### config.mk
export PLATFORM = sky130hd
export DESIGN_NAME = stsb_top
export DESIGN_NICKNAME = d
export VERILOG_FILES = /design/src/stsb_pkg.sv /design/src/stsb_if.sv /design/src/stsb_stage.sv /design/src/stsb_hold.sv /design/src/stsb_top.sv
export VERILOG_INCLUDE_DIRS = /design/src /design/src/src
export SDC_FILE = /design/constraint.sdc
export NUM_CORES = 1
export LEC_CHECK = 0
export BUFFER_PORTS_ARGS = -buffer_cell sky130_fd_sc_hd__buf_2
export CORE_UTILIZATION = 25
export DETAILED_ROUTE_END_ITERATION = 7
export PLACE_DENSITY_LB_ADDON = 0.05
export REMOVE_ABC_BUFFERS = 1
export SYNTH_ARGS = -nofsm -noshare
export SYNTH_HDL_FRONTEND = slang
export SYNTH_HIERARCHICAL = 1
export SYNTH_SLANG_ARGS = --single-unit
### constraint.sdc
create_clock -name pclk -period 4.45 [get_ports pclk]
set_clock_uncertainty 0.15 [all_clocks]
set_input_delay 0.89 -clock pclk [delete_from_list [all_inputs] [get_ports pclk]]
set_output_delay 0.89 -clock pclk [all_outputs]
set_load 0.01 [all_outputs]
### src/stsb_cfg.svh
// Purpose: Constants for the symmetric skew buffer.
// Assumes: Included by bare name from the design files.
// Notes: Definitions only.
`ifndef STSB_CFG_SVH
`define STSB_CFG_SVH
`define STSB_DEPTH 16
`define STSB_AW 4
`define STSB_WIDTH 12
`define STSB_WIDTH_MIN 2
`define STSB_WIDTH_MAX 32
`define STSB_OFF_CTRL 32'h0000_0000
`define STSB_OFF_STAT 32'h0000_0004
`define STSB_OFF_DATA 32'h0000_0008
`define STSB_CTRL_RUN 0
`define STSB_CTRL_WE 1
`define STSB_CTRL_CRST 2
`define STSB_CTRL_RST 32'h0000_0003
`endif

### src/stsb_pkg.sv
// Purpose: Types shared by the skew buffer files.
// Assumes: Widths fixed by the configuration header.
// Notes: Holds types only.
`include "stsb_cfg.svh"
package stsb_pkg;
   typedef logic [`STSB_AW-1:0] stsb_addr_t;
   typedef logic [`STSB_WIDTH-1:0] stsb_word_t;
   typedef enum logic [1:0] {
      STSB_EMPTY = 2'b01,
      STSB_HOLD = 2'b10
   } stsb_st_t;
endpackage : stsb_pkg

### src/stsb_if.sv
// Purpose: Carries the sampled output word to the holding buffer.
// Assumes: One clock domain.
// Notes: Valid and ready handshake.
`timescale 1ns/1ps
interface stsb_if;
   logic valid;
   logic ready;
   stsb_pkg::stsb_word_t data;
   modport src (output valid, output data, input ready);
   modport dst (input valid, input data, output ready);
endinterface : stsb_if

### src/stsb_stage.sv
// Purpose: One 16-entry RAM stage with a registered output bit.
// Assumes: Shared address and enables from the top.
// Notes: Written synchronously, read asynchronously.
`timescale 1ns/1ps
`include "stsb_cfg.svh"
module stsb_stage (
   input wire logic pclk, // Clock.
   input wire logic presetn, // Async reset, low.
   input wire logic ce, // Clock enable.
   input wire logic we, // Write enable.
   input wire stsb_pkg::stsb_addr_t addr, // Shared address.
   input wire logic din, // Stage input bit.
   output logic dout // Registered output bit.
);
   logic mem [`STSB_DEPTH];
   logic dout_q;
   logic dout_d;

   // The read is asynchronous, so the register isolates address ripple.
   always_comb begin
      dout_d = ce ? mem[addr] : dout_q; // see RQ10 see RQ15 see RQ16
   end

   // RAM has no reset; contents are undefined until written.
   always_ff @(posedge pclk) begin
      if (ce && we) begin
         mem[addr] <= din; // see RQ1 see RQ5 see RQ6
      end
   end

   always_ff @(posedge pclk or negedge presetn) begin
      if (!presetn) begin
         dout_q <= 1'b0;
      end else begin
         dout_q <= dout_d;
      end
   end
   assign dout = dout_q;
endmodule : stsb_stage

### src/stsb_hold.sv
// Purpose: Two-entry buffer between output word and APB reader.
// Assumes: Source offers a word each enabled step.
// Notes: Back-pressure shows as ready low, stalling the buffer.
`timescale 1ns/1ps
module stsb_hold (
   input wire logic pclk, // Clock.
   input wire logic presetn, // Async reset, low.
   stsb_if.dst in_p, // Filling side.
   output logic out_valid, // Word available.
   input wire logic out_ready, // Word consumed.
   output stsb_pkg::stsb_word_t out_data // Oldest word.
);
   stsb_pkg::stsb_word_t e0_q, e0_d, e1_q, e1_d;
   logic [1:0] cnt_q, cnt_d;
   logic push, pop;

   // Two entries, oldest in entry zero.
   always_comb begin
      push = in_p.valid && (cnt_q != 2'd2);
      pop = out_ready && (cnt_q != 2'd0);
      e0_d = e0_q;
      e1_d = e1_q;
      cnt_d = cnt_q;
      if (pop) begin
         e0_d = e1_q;
      end
      if (push) begin
         if ((cnt_q == 2'd0) || (cnt_q == 2'd1 && pop)) begin
            e0_d = in_p.data;
         end else begin
            e1_d = in_p.data;
         end
      end
      cnt_d = cnt_q + {1'b0, push} - {1'b0, pop};
   end

   always_ff @(posedge pclk or negedge presetn) begin
      if (!presetn) begin
         e0_q <= '0;
         e1_q <= '0;
         cnt_q <= 2'd0;
      end else begin
         e0_q <= e0_d;
         e1_q <= e1_d;
         cnt_q <= cnt_d;
      end
   end

   assign in_p.ready = (cnt_q != 2'd2);
   assign out_valid = (cnt_q != 2'd0);
   assign out_data = e0_q;
endmodule : stsb_hold

### src/stsb_top.sv
// Purpose: Symmetric 16-deep time skew buffer with APB control.
// Assumes: One clock; user logic also drives the pins directly.
// Notes: Rules follow; tags mark the logic that keeps each of them, except the user rules RQ2, RQ4 and RQ9.
// Overview of operation
// RQ1 - With write enable high, each RAM stores its input at counter address; here only with the WE control bit also set.
// RQ2 - User holds write enable low to keep a stored block intact.
// RQ3 - Clock enable high moves RAM data to outputs and advances counter; here only with RUN set and the snapshot buffer not full.
// RQ4 - User ties clock enable high when gating is not needed.
// RQ5 - One clock updates outputs, counter and RAM, only when enabled.
// RQ6 - Serial input is captured on an enabled rising edge.
// RQ7 - Upward input feeds bottom stage, downward input feeds top stage.
// RQ8 - Counter reset returns the address counter to zero next enabled edge.
// RQ9 - User raises counter reset at count N-2 for N-bit samples.
// RQ10 - Each output bit is a register of its RAM's read data.
// RQ11 - Number of stages is a build parameter from 2 to 32.
// RQ12 - Each stage holds 16 locations; counter spans at most 16.
// RQ13 - Counter runs from zero to a terminal value, then restarts.
// RQ14 - Each registered output feeds the next stage's RAM input.
// RQ15 - RAMs write synchronously and read asynchronously.
// RQ16 - With clock enable low, counter, outputs and RAM all hold.
// RQ17 - In read mode the counter advances and outputs show data.
//
// Local design decisions: the register addresses and the APB register port.
`timescale 1ns/1ps
`include "stsb_cfg.svh"
module stsb_top (
   input wire logic pclk, // Clock, 50 MHz.
   input wire logic presetn, // Async reset, low.
   input wire logic ce, // Clock enable pin.
   input wire logic we, // Write enable pin.
   input wire logic counter_reset, // Terminal count reset pin.
   input wire logic serial_in_upward, // Serial input, upward chain.
   input wire logic serial_in_downward, // Serial input, downward chain.
   output logic [`STSB_WIDTH-1:0] q_up, // Registered upward outputs.
   output logic [`STSB_WIDTH-1:0] q_down, // Registered downward outputs.
   input wire logic psel, // APB select.
   input wire logic penable, // APB enable.
   input wire logic pwrite, // APB direction.
   input wire logic [31:0] paddr, // APB address.
   input wire logic [31:0] pwdata, // APB write data.
   output logic [31:0] prdata, // APB read data.
   output logic pready, // APB ready.
   output logic pslverr // APB error.
);
   logic [31:0] ctrl_q, ctrl_d;
   stsb_pkg::stsb_addr_t address_counter_q, address_counter_d;
   logic [31:0] prdata_q, prdata_d;
   logic pslverr_q, pslverr_d;
   logic eff_ce, eff_we, eff_rst;
   logic hold_valid, hold_pop;
   stsb_pkg::stsb_word_t hold_data;
   logic [`STSB_WIDTH-1:0] up_in, dn_in;
   stsb_if cap ();

   ////////////////////////////////////////////////////////////////////////
   // Width must stay within the supported range.
   initial begin
      if (`STSB_WIDTH < `STSB_WIDTH_MIN || `STSB_WIDTH > `STSB_WIDTH_MAX)
      begin
         $error("Width out of range."); // see RQ11
      end
   end

   // Decodes an APB byte address into a register hit.
   function automatic logic hit(input logic [31:0] a, input logic [31:0] o);
      hit = (a == o);
   endfunction : hit

   // True for any of the three mapped register offsets.
   function automatic logic mapped(input logic [31:0] a);
      mapped = hit(a, `STSB_OFF_CTRL) || hit(a, `STSB_OFF_STAT) ||
         hit(a, `STSB_OFF_DATA);
   endfunction : mapped

   // Software may also gate the buffer; the snapshot buffer stalls it when
   // full so no sampled word is lost.
   always_comb begin
      eff_ce = ce && ctrl_q[`STSB_CTRL_RUN] && cap.ready; // see RQ3
      eff_we = we && ctrl_q[`STSB_CTRL_WE];
      eff_rst = counter_reset || ctrl_q[`STSB_CTRL_CRST];
   end

   ////////////////////////////////////////////////////////////////////////
   // Address counter: wraps to zero on reset at the terminal count.
   always_comb begin
      address_counter_d = address_counter_q; // see RQ16
      if (eff_ce) begin
         if (eff_rst) begin
            address_counter_d = '0; // see RQ8 see RQ13
         end else begin
            address_counter_d = address_counter_q + 4'h1; // see RQ12 RQ17
         end
      end
   end

   always_ff @(posedge pclk or negedge presetn) begin
      if (!presetn) begin
         address_counter_q <= '0;
      end else begin
         address_counter_q <= address_counter_d;
      end
   end

   ////////////////////////////////////////////////////////////////////////
   // Two chains; each output feeds the next stage in its direction.
   assign up_in = {q_up[`STSB_WIDTH-2:0], serial_in_upward}; // see RQ7
   assign dn_in = {serial_in_downward, q_down[`STSB_WIDTH-1:1]}; // see RQ14

   genvar gi;
   generate
      for (gi = 0; gi < `STSB_WIDTH; gi++) begin : g_stage
         stsb_stage u_up (
            .pclk(pclk),
            .presetn(presetn),
            .ce(eff_ce),
            .we(eff_we),
            .addr(address_counter_q),
            .din(up_in[gi]),
            .dout(q_up[gi])
         );
         stsb_stage u_dn (
            .pclk(pclk),
            .presetn(presetn),
            .ce(eff_ce),
            .we(eff_we),
            .addr(address_counter_q),
            .din(dn_in[gi]),
            .dout(q_down[gi])
         );
      end
   endgenerate

   ////////////////////////////////////////////////////////////////////////
   // Each enabled step offers the upward word to the snapshot buffer.
   assign cap.valid = eff_ce;
   assign cap.data = q_up;

   stsb_hold u_hold (
      .pclk(pclk),
      .presetn(presetn),
      .in_p(cap.dst),
      .out_valid(hold_valid),
      .out_ready(hold_pop),
      .out_data(hold_data)
   );

   ////////////////////////////////////////////////////////////////////////
   // APB slave: zero wait states, unmapped addresses return an error.
   always_comb begin
      ctrl_d = ctrl_q;
      prdata_d = prdata_q;
      pslverr_d = 1'b0;
      hold_pop = 1'b0;
      if (psel && !penable) begin
         if (hit(paddr, `STSB_OFF_CTRL)) begin
            prdata_d = ctrl_q;
         end else if (hit(paddr, `STSB_OFF_STAT)) begin
            prdata_d = {23'h00_0000, hold_valid, 4'h0, address_counter_q};
         end else if (hit(paddr, `STSB_OFF_DATA)) begin
            prdata_d = {{(32-`STSB_WIDTH){1'b0}}, hold_data};
         end else begin
            prdata_d = 32'h0000_0000;
            pslverr_d = 1'b1;
         end
      end else if (psel && penable) begin
         pslverr_d = pslverr_q;
         if (pwrite && hit(paddr, `STSB_OFF_CTRL)) begin
            ctrl_d = {29'h0000_0000, pwdata[2:0]};
         end
         if (!pwrite && hit(paddr, `STSB_OFF_DATA)) begin
            hold_pop = 1'b1;
         end
      end
   end

   always_ff @(posedge pclk or negedge presetn) begin
      if (!presetn) begin
         ctrl_q <= `STSB_CTRL_RST;
         prdata_q <= 32'h0000_0000;
         pslverr_q <= 1'b0;
      end else begin
         ctrl_q <= ctrl_d;
         prdata_q <= prdata_d;
         pslverr_q <= pslverr_d;
      end
   end

   assign pready = 1'b1;
   assign prdata = prdata_q;
   assign pslverr = pslverr_q && psel && penable;

   ////////////////////////////////////////////////////////////////////////
   // Checker shadow. It remembers the first address written after reset
   // and the bits that entered both entry stages there; a later write to
   // that address refreshes them. Reading the address back is then judged
   // in one cycle instead of unrolling a long chain of enabled steps.
   // Only one address is followed, so other locations go unjudged here.
   logic probe_arm_q, probe_arm_d;
   stsb_pkg::stsb_addr_t probe_addr_q, probe_addr_d;
   logic probe_up_q, probe_up_d;
   logic probe_dn_q, probe_dn_d;

   // Arm on the first write; refresh on writes to the followed address.
   always_comb begin
      probe_arm_d = probe_arm_q;
      probe_addr_d = probe_addr_q;
      probe_up_d = probe_up_q;
      probe_dn_d = probe_dn_q;
      if (eff_ce && eff_we) begin
         if (!probe_arm_q || address_counter_q == probe_addr_q) begin
            probe_arm_d = 1'b1;
            probe_addr_d = address_counter_q;
            probe_up_d = serial_in_upward;
            probe_dn_d = serial_in_downward;
         end
      end
   end

   always_ff @(posedge pclk or negedge presetn) begin
      if (!presetn) begin
         probe_arm_q <= 1'b0;
         probe_addr_q <= '0;
         probe_up_q <= 1'b0;
         probe_dn_q <= 1'b0;
      end else begin
         probe_arm_q <= probe_arm_d;
         probe_addr_q <= probe_addr_d;
         probe_up_q <= probe_up_d;
         probe_dn_q <= probe_dn_d;
      end
   end

   ////////////////////////////////////////////////////////////////////////
   property p_hold_count;
      @(posedge pclk) disable iff (!presetn)
      !eff_ce |=> $stable(address_counter_q);
   endproperty
   a_hold_count: assert property (p_hold_count) // see RQ16
      else $error("Counter moved while disabled.");

   property p_wrap;
      @(posedge pclk) disable iff (!presetn)
      eff_ce && eff_rst |=> address_counter_q == 4'h0;
   endproperty
   a_wrap: assert property (p_wrap) // see RQ8
      else $error("Counter did not return to zero.");

   property p_step;
      @(posedge pclk) disable iff (!presetn)
      eff_ce && !eff_rst |=>
         address_counter_q == $past(address_counter_q) + 4'h1;
   endproperty
   a_step: assert property (p_step) // see RQ17
      else $error("Counter did not advance.");

   property p_out_hold;
      @(posedge pclk) disable iff (!presetn)
      !eff_ce |=> $stable(q_up) && $stable(q_down);
   endproperty
   a_out_hold: assert property (p_out_hold) // see RQ5
      else $error("Outputs moved while disabled.");

   // The entry stages must give back what was last stored at an address.
   property p_first_up;
      @(posedge pclk) disable iff (!presetn)
      eff_ce && probe_arm_q && (address_counter_q == probe_addr_q) |=>
         q_up[0] == $past(probe_up_q);
   endproperty
   a_first_up: assert property (p_first_up) // see RQ1 see RQ6
      else $error("Upward entry stage lost its stored bit.");

   property p_first_dn;
      @(posedge pclk) disable iff (!presetn)
      eff_ce && probe_arm_q && (address_counter_q == probe_addr_q) |=>
         q_down[`STSB_WIDTH-1] == $past(probe_dn_q);
   endproperty
   a_first_dn: assert property (p_first_dn) // see RQ7 see RQ10
      else $error("Downward entry stage lost its stored bit.");

   property p_wrap_top;
      @(posedge pclk) disable iff (!presetn)
      eff_ce && !eff_rst && address_counter_q == 4'hF |=>
         address_counter_q == 4'h0;
   endproperty
   a_wrap_top: assert property (p_wrap_top) // see RQ12
      else $error("Counter did not wrap after sixteen locations.");

   // Bus checks: refused accesses and control writes.
   property p_unmapped;
      @(posedge pclk) disable iff (!presetn)
      psel && !penable && !mapped(paddr) ##1 psel && penable |-> pslverr;
   endproperty
   a_unmapped: assert property (p_unmapped)
      else $error("Unmapped access was not refused.");

   property p_ctrl_write;
      @(posedge pclk) disable iff (!presetn)
      psel && penable && pwrite && hit(paddr, `STSB_OFF_CTRL) |=>
         ctrl_q == {29'h0000_0000, $past(pwdata[2:0])};
   endproperty
   a_ctrl_write: assert property (p_ctrl_write)
      else $error("Control write did not land.");
endmodule : stsb_top

==> summary.txt, run 1 <==
Status
  – Status: finished, final reports clean

Power
  – Power, Total: 0.00906 W
  – Worst vdd ir: 300 µV
  – Pwr per Cell Area: 367 nW/µm²
  – Pleak: 9.16 nW

Setup path
  – Crit path largest cell delay: about 1 ns
  – CP Cell Sequence: buf_4, mux4_1, mux4_2, mux2_4
  – Worst EP arrival: roughly 3.5 ns
  – CP Capture Type: register
  – Startpoint Class: register
  – CP max stage cell: dfrtp_4
  – CP required: between 4 and 5 ns
  – Crit-path max FO: 52
  – Worst Path Class, Setup: register to register

Timing
  – Worst hold margin: around 0.12 ns
  – RSZ-0062 raised after global routing: no
  – Slew Limit Fails: 0
  – Highest clock rate: 319 MHz
  – Relative slew margins: 28.8%
  – Final-report setup violation count: 0
  – Final setup TNS: 0 ns
  – Final Hold Vio Count: 0
  – Shortest period the worst path allows: about 3.1 ns
  – Final Cycle Share: 70.5%
  – Worst Tran Pin Value: 1.07 ns

Global route
  – Antenna violations before repair: 0
  – GRT met2 Usage: 19.8%
  – Remaining Overflow, GRT: 0
  – GRT Max-Usage Layer: met2
  – Gr usage total: approximately an eighth
  – First-pass GRT wire length: 82.4 mm
  – Largest net degree at the start of global routing: 114
  – Vias in the first global route: 13,100
  – M3 GR Usage: 2.18%
  – GR Layer Usage met1: approximately 17%

Synth
  – Post-synth top area share: 54.5%
  – Synthesized cell area: 21,200 µm²
  – Synthesized netlist cell count: 1,383
  – Seq/Total Area, Yosys: a little over three fifths
  – Synthesis warning total: 6
  – Ys async rst share: 15.4%
  – Post-synth top area cell: edfxtp_1
  – Yosys reg bits: around 450
  – Largest cells by area after synthesis: edfxtp_1, mux4_1, dfrtp_1
  – Post-synth cell types: 46
  – Syn Area/Cell: 15.3 µm²
  – Number of flops mapped to enable cells by yosys: 384
  – Dominant synthesized flop cell: edfxtp_1

Drt
  – Drt pass-1 iters: 4
  – Final wirelength: 53.2 mm
  – Vias: 12,200
  – Avg Vias per Cell: 4.56
  – Starting DRT DRC Count: 775
  – Post-route ant nets: 0
  – Residual DRC: 0
  – WL per Instance: 19.8 µm

Placement
  – Placer Congestion: 0.655
  – HPWL after DPL: 29.5 mm
  – Port Buf Inserts: 81
  – Placement Cell Area: 22,900 µm²

Die
  – Die height: 293 µm
  – I/O Pins: 132
  – Die area: 85,900 µm²
  – Core Area: 83,700 µm²
  – Initial core utilization: 25.3%
  – Die width: about 290 µm
  – FP Rows: 106

Clock tree
  – CTS tree: built
  – Setup Fix Bufs, Post-CTS: 0
  – # H-tree levels: 2
  – Root buffer cell: clkbuf_16
  – Clk_lat worst skew: 0.63 ns
  – CTS max path bufs: 3
  – Post-CTS Resized: 0
  – Hold Buf Count CTS: 0
  – Clk sinks: 454
  – CTS Buf Count: 57
  – CTS clk-pin slew, worst paths: 0.06 ns

Finish
  – Layout cells sized above 1: between 15 and 20%
  – Nets: 1,572
  – Core Util, Final: between 20% and 30%
  – Area growth, synth to finish: 16.6%
  – Post-route cell area: between 20,000 and 25,000 µm²
  – Fillers: 8,439
  – ANT cells: 0

Job
  – Maxcap violations: 0

Min path
  – Worst Hold Class: input port to asynchronous set/reset pin
[cell usage after synthesis (25+ instances only)]
library cell  number
mux2_2            35
nand2_1           58
nand4b_1          48
clkbuf_1          27
edfxtp_1         384
nand4_1           25
nor2_1           296
buf_6             25
or2b_1            25
mux2_4            25
nor3_1            98
mux4_1            96
dfrtp_1           68
nand2b_1          27
[placed cells by master (no fill, tap or decap), types with 27 or more instances in the layout]
cell type  Yosys  layout
mux4_1        96      96
dfrtp_1       68      64
nor2_1       296     296
nor3_1        98      98
nand2b_1      27      27
mux2_2        35      35
nand2_1       58      58
edfxtp_1     384     384
nand4b_1      48      48
clkbuf_16      0      57
buf_2          0      80
[stage by stage]
| step | setup slack [ns] | instances |
|---|---|---|
| after global placement | 0.966 | 2571 |
| after CTS | 1.25 | 2678 |
| after global routing | 1.19 | 2678 |
| after floorplan | -2.39 | 1327 |
| final | 1.31 | 2678 |
| after detailed placement | 0.946 | 2571 |
[cells by family (layout without fill, tap and decap cells)]
| logic type | count (synthesis) | in the layout | synth area share (%) |
|---|---|---|---|
| and+or+nand+nor | 629 | 629 | 14.9 |
| DFF | 454 | 454 | 62.7 |
| muxes | 186 | 186 | 18.4 |
| buffers and inverters | 78 | 220 | 2.68 |
| AOI/OAI and AO/OA | 30 | 30 | 1.02 |
| adders and majority gates | 2 | 2 | 0.118 |
| other | 2 | 21 | 0.0355 |
| xor gates and xnor gates | 2 | 2 | 0.0827 |
[critical path: cells and delay by family (launching register included)]
kind     cells  cell delay (ns)
flops        1             0.98
buf+inv      1             0.41
mux          3             1.43
[power by group]
part	switching (W)	total, W	leakage [nW]	internal, W
logic	0.0000489	0.0000696	2.96	0.0000207
registers	0.000000100	0.00456	5.34	0.00456
clock network	0.00185	0.00443	0.859	0.00257
[layout make-up]
class | count | area [µm²] | share of cell area [%]
Inverter | 3 | 16.3 | 0.0659
Sequential cell | 454 | 13300 | 53.9
Tap cell | 1134 | 1420 | 5.74
Clock buffer | 87 | 1630 | 6.60
Multi-Input combinational cell | 870 | 7390 | 29.9
Clock inverter | 20 | 163 | 0.659
Timing Repair Buffer | 110 | 776 | 3.14
[flip-flops by register name, summed over array words and instances, names as in the netlist]
name and cells:
u_hold/e1_q 12, ctrl_q 3, address_counter_q 4, g_stage.u_dn/mem 192
g_stage.u_up/mem 192, g_stage.u_up/dout 12, pslverr_q 1, g_stage.u_dn/dout 12
u_hold/cnt_q 2, u_hold/out_data 12, prdata 12
[metal layers]
metal	vias to the layer above	routed length, µm
met3	67	1820
met2	173	24800
met4	0	1040
met1	6333	25500
met5	-	0
li1	5641	-
[worst paths after layout]
| kind | from | end | slack [ns] | depth (start not counted) |
|---|---|---|---|---|
| max | address_counter_q[2]$_DFFE_PN0P_ | g_stage[5].u_up/dout$_DFFE_PN0P_ | 1.31 | 4 |
| min | presetn | g_stage[1].u_dn/dout$_DFFE_PN0P_ | 0.12 | 1 |
| max reg2reg | address_counter_q[2]$_DFFE_PN0P_ | g_stage[5].u_up/dout$_DFFE_PN0P_ | 1.31 | 4 |
| min reg2reg | u_hold/e1_q[4]$_DFFE_PN0P_ | u_hold/e1_q[4]$_DFFE_PN0P_ | 0.35 | 1 |
| max in group asynchronous | presetn | ctrl_q[1]$_DFFE_PN1P_ | 3.21 | 2 |
| min in group pclk | u_hold/e1_q[4]$_DFFE_PN0P_ | u_hold/e1_q[4]$_DFFE_PN0P_ | 0.35 | 1 |
Power figures use the tool's default switching activity.
==> run 2: changes to the inputs <==
==> constraint.sdc (replaced) <==
create_clock -name pclk -period 2.8 [get_ports pclk]
set_clock_uncertainty 0.15 [all_clocks]
set_input_delay 0.56 -clock pclk [delete_from_list [all_inputs] [get_ports pclk]]
set_output_delay 0.56 -clock pclk [all_outputs]
set_load 0.01 [all_outputs]
==> run 2 against run 1 <==
  * Total power grew 62%
  * Global-route usage grew 0.14 points
  * Core utilization grew 0.97 points
  * Largest cell class unchanged
  * Critical endpoint is now g_stage[7].u_dn/dout$_DFFE_PN0P_
==> summary.txt, run 2 (synthesis results as in run 1) <==
Status
  – Status: finished, final reports clean

Timing
  – Shortest period the worst path allows: 2.57 ns (-0.569 ns)
  – Final Cycle Share: 91.7% (+21 points)
  – Highest clock rate: 390 MHz (+22%)
  – Final-report setup violation count: 0 (unchanged)
  – Worst Tran Pin Value: 0.757 ns (-0.310 ns)
  – Slew Limit Fails: 0 (unchanged)
  – Relative slew margins: 49.5% (+21 points)
  – Final Hold Vio Count: 0 (unchanged)
  – RSZ-0062 raised after global routing: no

Clock tree
  – CTS clk-pin slew, worst paths: 0.06 ns (about the same)
  – CTS tree: built
  – Setup Fix Bufs, Post-CTS: 0 (unchanged)
  – Root buffer cell: clkbuf_16
  – Post-CTS Resized: 0 (unchanged)
  – # H-tree levels: 2 (unchanged)
  – Clk sinks: 454 (unchanged)
  – CTS max path bufs: 3 (unchanged)
  – Clk_lat worst skew: 0.61 ns (-0.02 ns)
  – CTS Buf Count: 58 (+1.8%)

Finish
  – Nets: 1,643 (+4.5%)
  – Largest regs: g_stage.u_dn/mem: 192 flops, g_stage.u_up/mem: 192 flops
  – Most common cell after layout, fill and taps aside: edfxtp_1
  – Fillers: 8,356 (-0.98%)
  – Layout cells sized above 1: 22.9% (+3.5 points)
  – Finished Layout Cells: 2,749 (+2.7%)
  – ANT cells: 0 (unchanged)
  – Most frequent cells in the layout: edfxtp_1, nor2_1, nor3_1
  – Area growth, synth to finish: 20.5%

Drt
  – Drt pass-1 iters: 5 (+1)
  – Vias: 12,500 (+2.1%)
  – Post-route ant nets: 0 (unchanged)
  – Starting DRT DRC Count: 584 (-25%)
  – Avg Vias per Cell: 4.54 (-0.50%)
  – WL per Instance: 19.6 µm (-1.5%)
  – Final wirelength: 53.8 mm (+1.1%)
  – Residual DRC: 0 (unchanged)

Power
  – Power, Total: 0.0147 W (+62%)
  – Pwr per Cell Area: 577 nW/µm² (+57%)
  – Worst vdd ir: 346 µV (+15%)
  – Pleak: 9.63 nW (+5.2%)

Die
  – Core Area: 83,700 µm² (unchanged)
  – Die area: 85,900 µm² (unchanged)
  – Die width: 293 µm (unchanged)
  – I/O Pins: 132 (unchanged)
  – Die height: 293 µm (unchanged)
  – Initial core utilization: 25.3% (unchanged)
  – FP Rows: 106 (unchanged)

Placement
  – HPWL after DPL: 33.0 mm (+12%)
  – Placed cell count: 2,639 (+2.6%)
  – Placer Congestion: 0.652 (-0.40%)
  – Port Buf Inserts: 81 (unchanged)

Setup path
  – Crit-path max FO: 60 (+15%)
  – Worst EP arrival: 2.90 ns (-0.59 ns)
  – Crit path largest cell delay: 0.64 ns (-0.34 ns)
  – Worst Path Class, Setup: register to register
  – CP max stage cell: mux4_1
  – CP Cell Sequence: buf_12, mux4_1, mux4_2, mux2_4
  – Startpoint Class: register
  – CP Capture Type: register
  – CP required: 3.13 ns (-1.68 ns)

Global route
  – Vias in the first global route: 13,200 (+0.40%)
  – Remaining Overflow, GRT: 0 (unchanged)
  – Antenna violations before repair: 0 (unchanged)
  – Largest net degree at the start of global routing: 84 (-26%)
  – First-pass GRT wire length: 83.4 mm (+1.2%)
  – Gr usage total: 12.6% (+0.14 points)

Job
  – Maxcap violations: 0 (unchanged)

Min path
  – Worst Hold Class: input port to register
-- run 2: through the flow --
step                TNS [ns]  setup WS, ns  utilization (%)  hold WS, ns  instance area, µm²
global placement      -0.213       -0.0394             28.2        0.339               23600
detailed placement    -0.260       -0.0385             28.2        0.344               23600
floorplan           -1359.78         -4.04                -        0.114               20700
finish                     0         0.233             30.5       0.0593               25500
global route               0         0.139             30.5       0.0376               25500
CTS                        0         0.194             30.5      0.00619               25500
-- run 2: report_power, final --
part / internal, W / total [W] / switching [W]
logic: 0.0000393 / 0.000122 / 0.0000823
clock network: 0.00442 / 0.00734 / 0.00292
registers: 0.00725 / 0.00725 / 0.000000184
-- run 2: worst paths after layout --
path / start / endpoint / slack [ns] / cells past startpoint
max: address_counter_q[2]$_DFFE_PN0P_ / g_stage[7].u_dn/dout$_DFFE_PN0P_ / 0.23 / 4
min: pwdata[2] / ctrl_q[2]$_DFFE_PN0P_ / 0.06 / 2
max reg2reg: address_counter_q[2]$_DFFE_PN0P_ / g_stage[7].u_dn/dout$_DFFE_PN0P_ / 0.23 / 4
min reg2reg: u_hold/e1_q[9]$_DFFE_PN0P_ / u_hold/e1_q[9]$_DFFE_PN0P_ / 0.35 / 1
max in group asynchronous: presetn / ctrl_q[1]$_DFFE_PN1P_ / 1.44 / 3
min in group asynchronous: presetn / g_stage[1].u_dn/dout$_DFFE_PN0P_ / 0.34 / 2
-- run 2: final cells by class --
cell class,instances,area (µm²),area share [%]
multi-input combinational,870,7390,29.0
sequential,454,13300,52.1
inverter,3,16.3,0.0638
clock buffer,79,1600,6.28
tap,1134,1420,5.56
clock inverter,29,262,1.03
timing repair buffer,180,1520,5.95
-- run 2: critical path: cells and delay by family (launching register included) --
kind	cells	cell delay [ns]
multiplexers	3	1.40
flip-flops	1	0.51
buffers and inverters	1	0.31
-- run 2: layer usage --
layer / track usage, % / vias to the layer above / wire length (µm)
met5: 0 / - / 0
met4: 3.05 / 0 / 1000
met3: 2.20 / 74 / 1750
met2: 20.2 / 155 / 25100
met1: 17.5 / 6453 / 25900
li1: - / 5793 / -
-- run 2: timing repair --
item	in CTS	in global routing
hold buffers	2	0
hold endpoints to repair	27	0
setup endpoints to repair	0	0
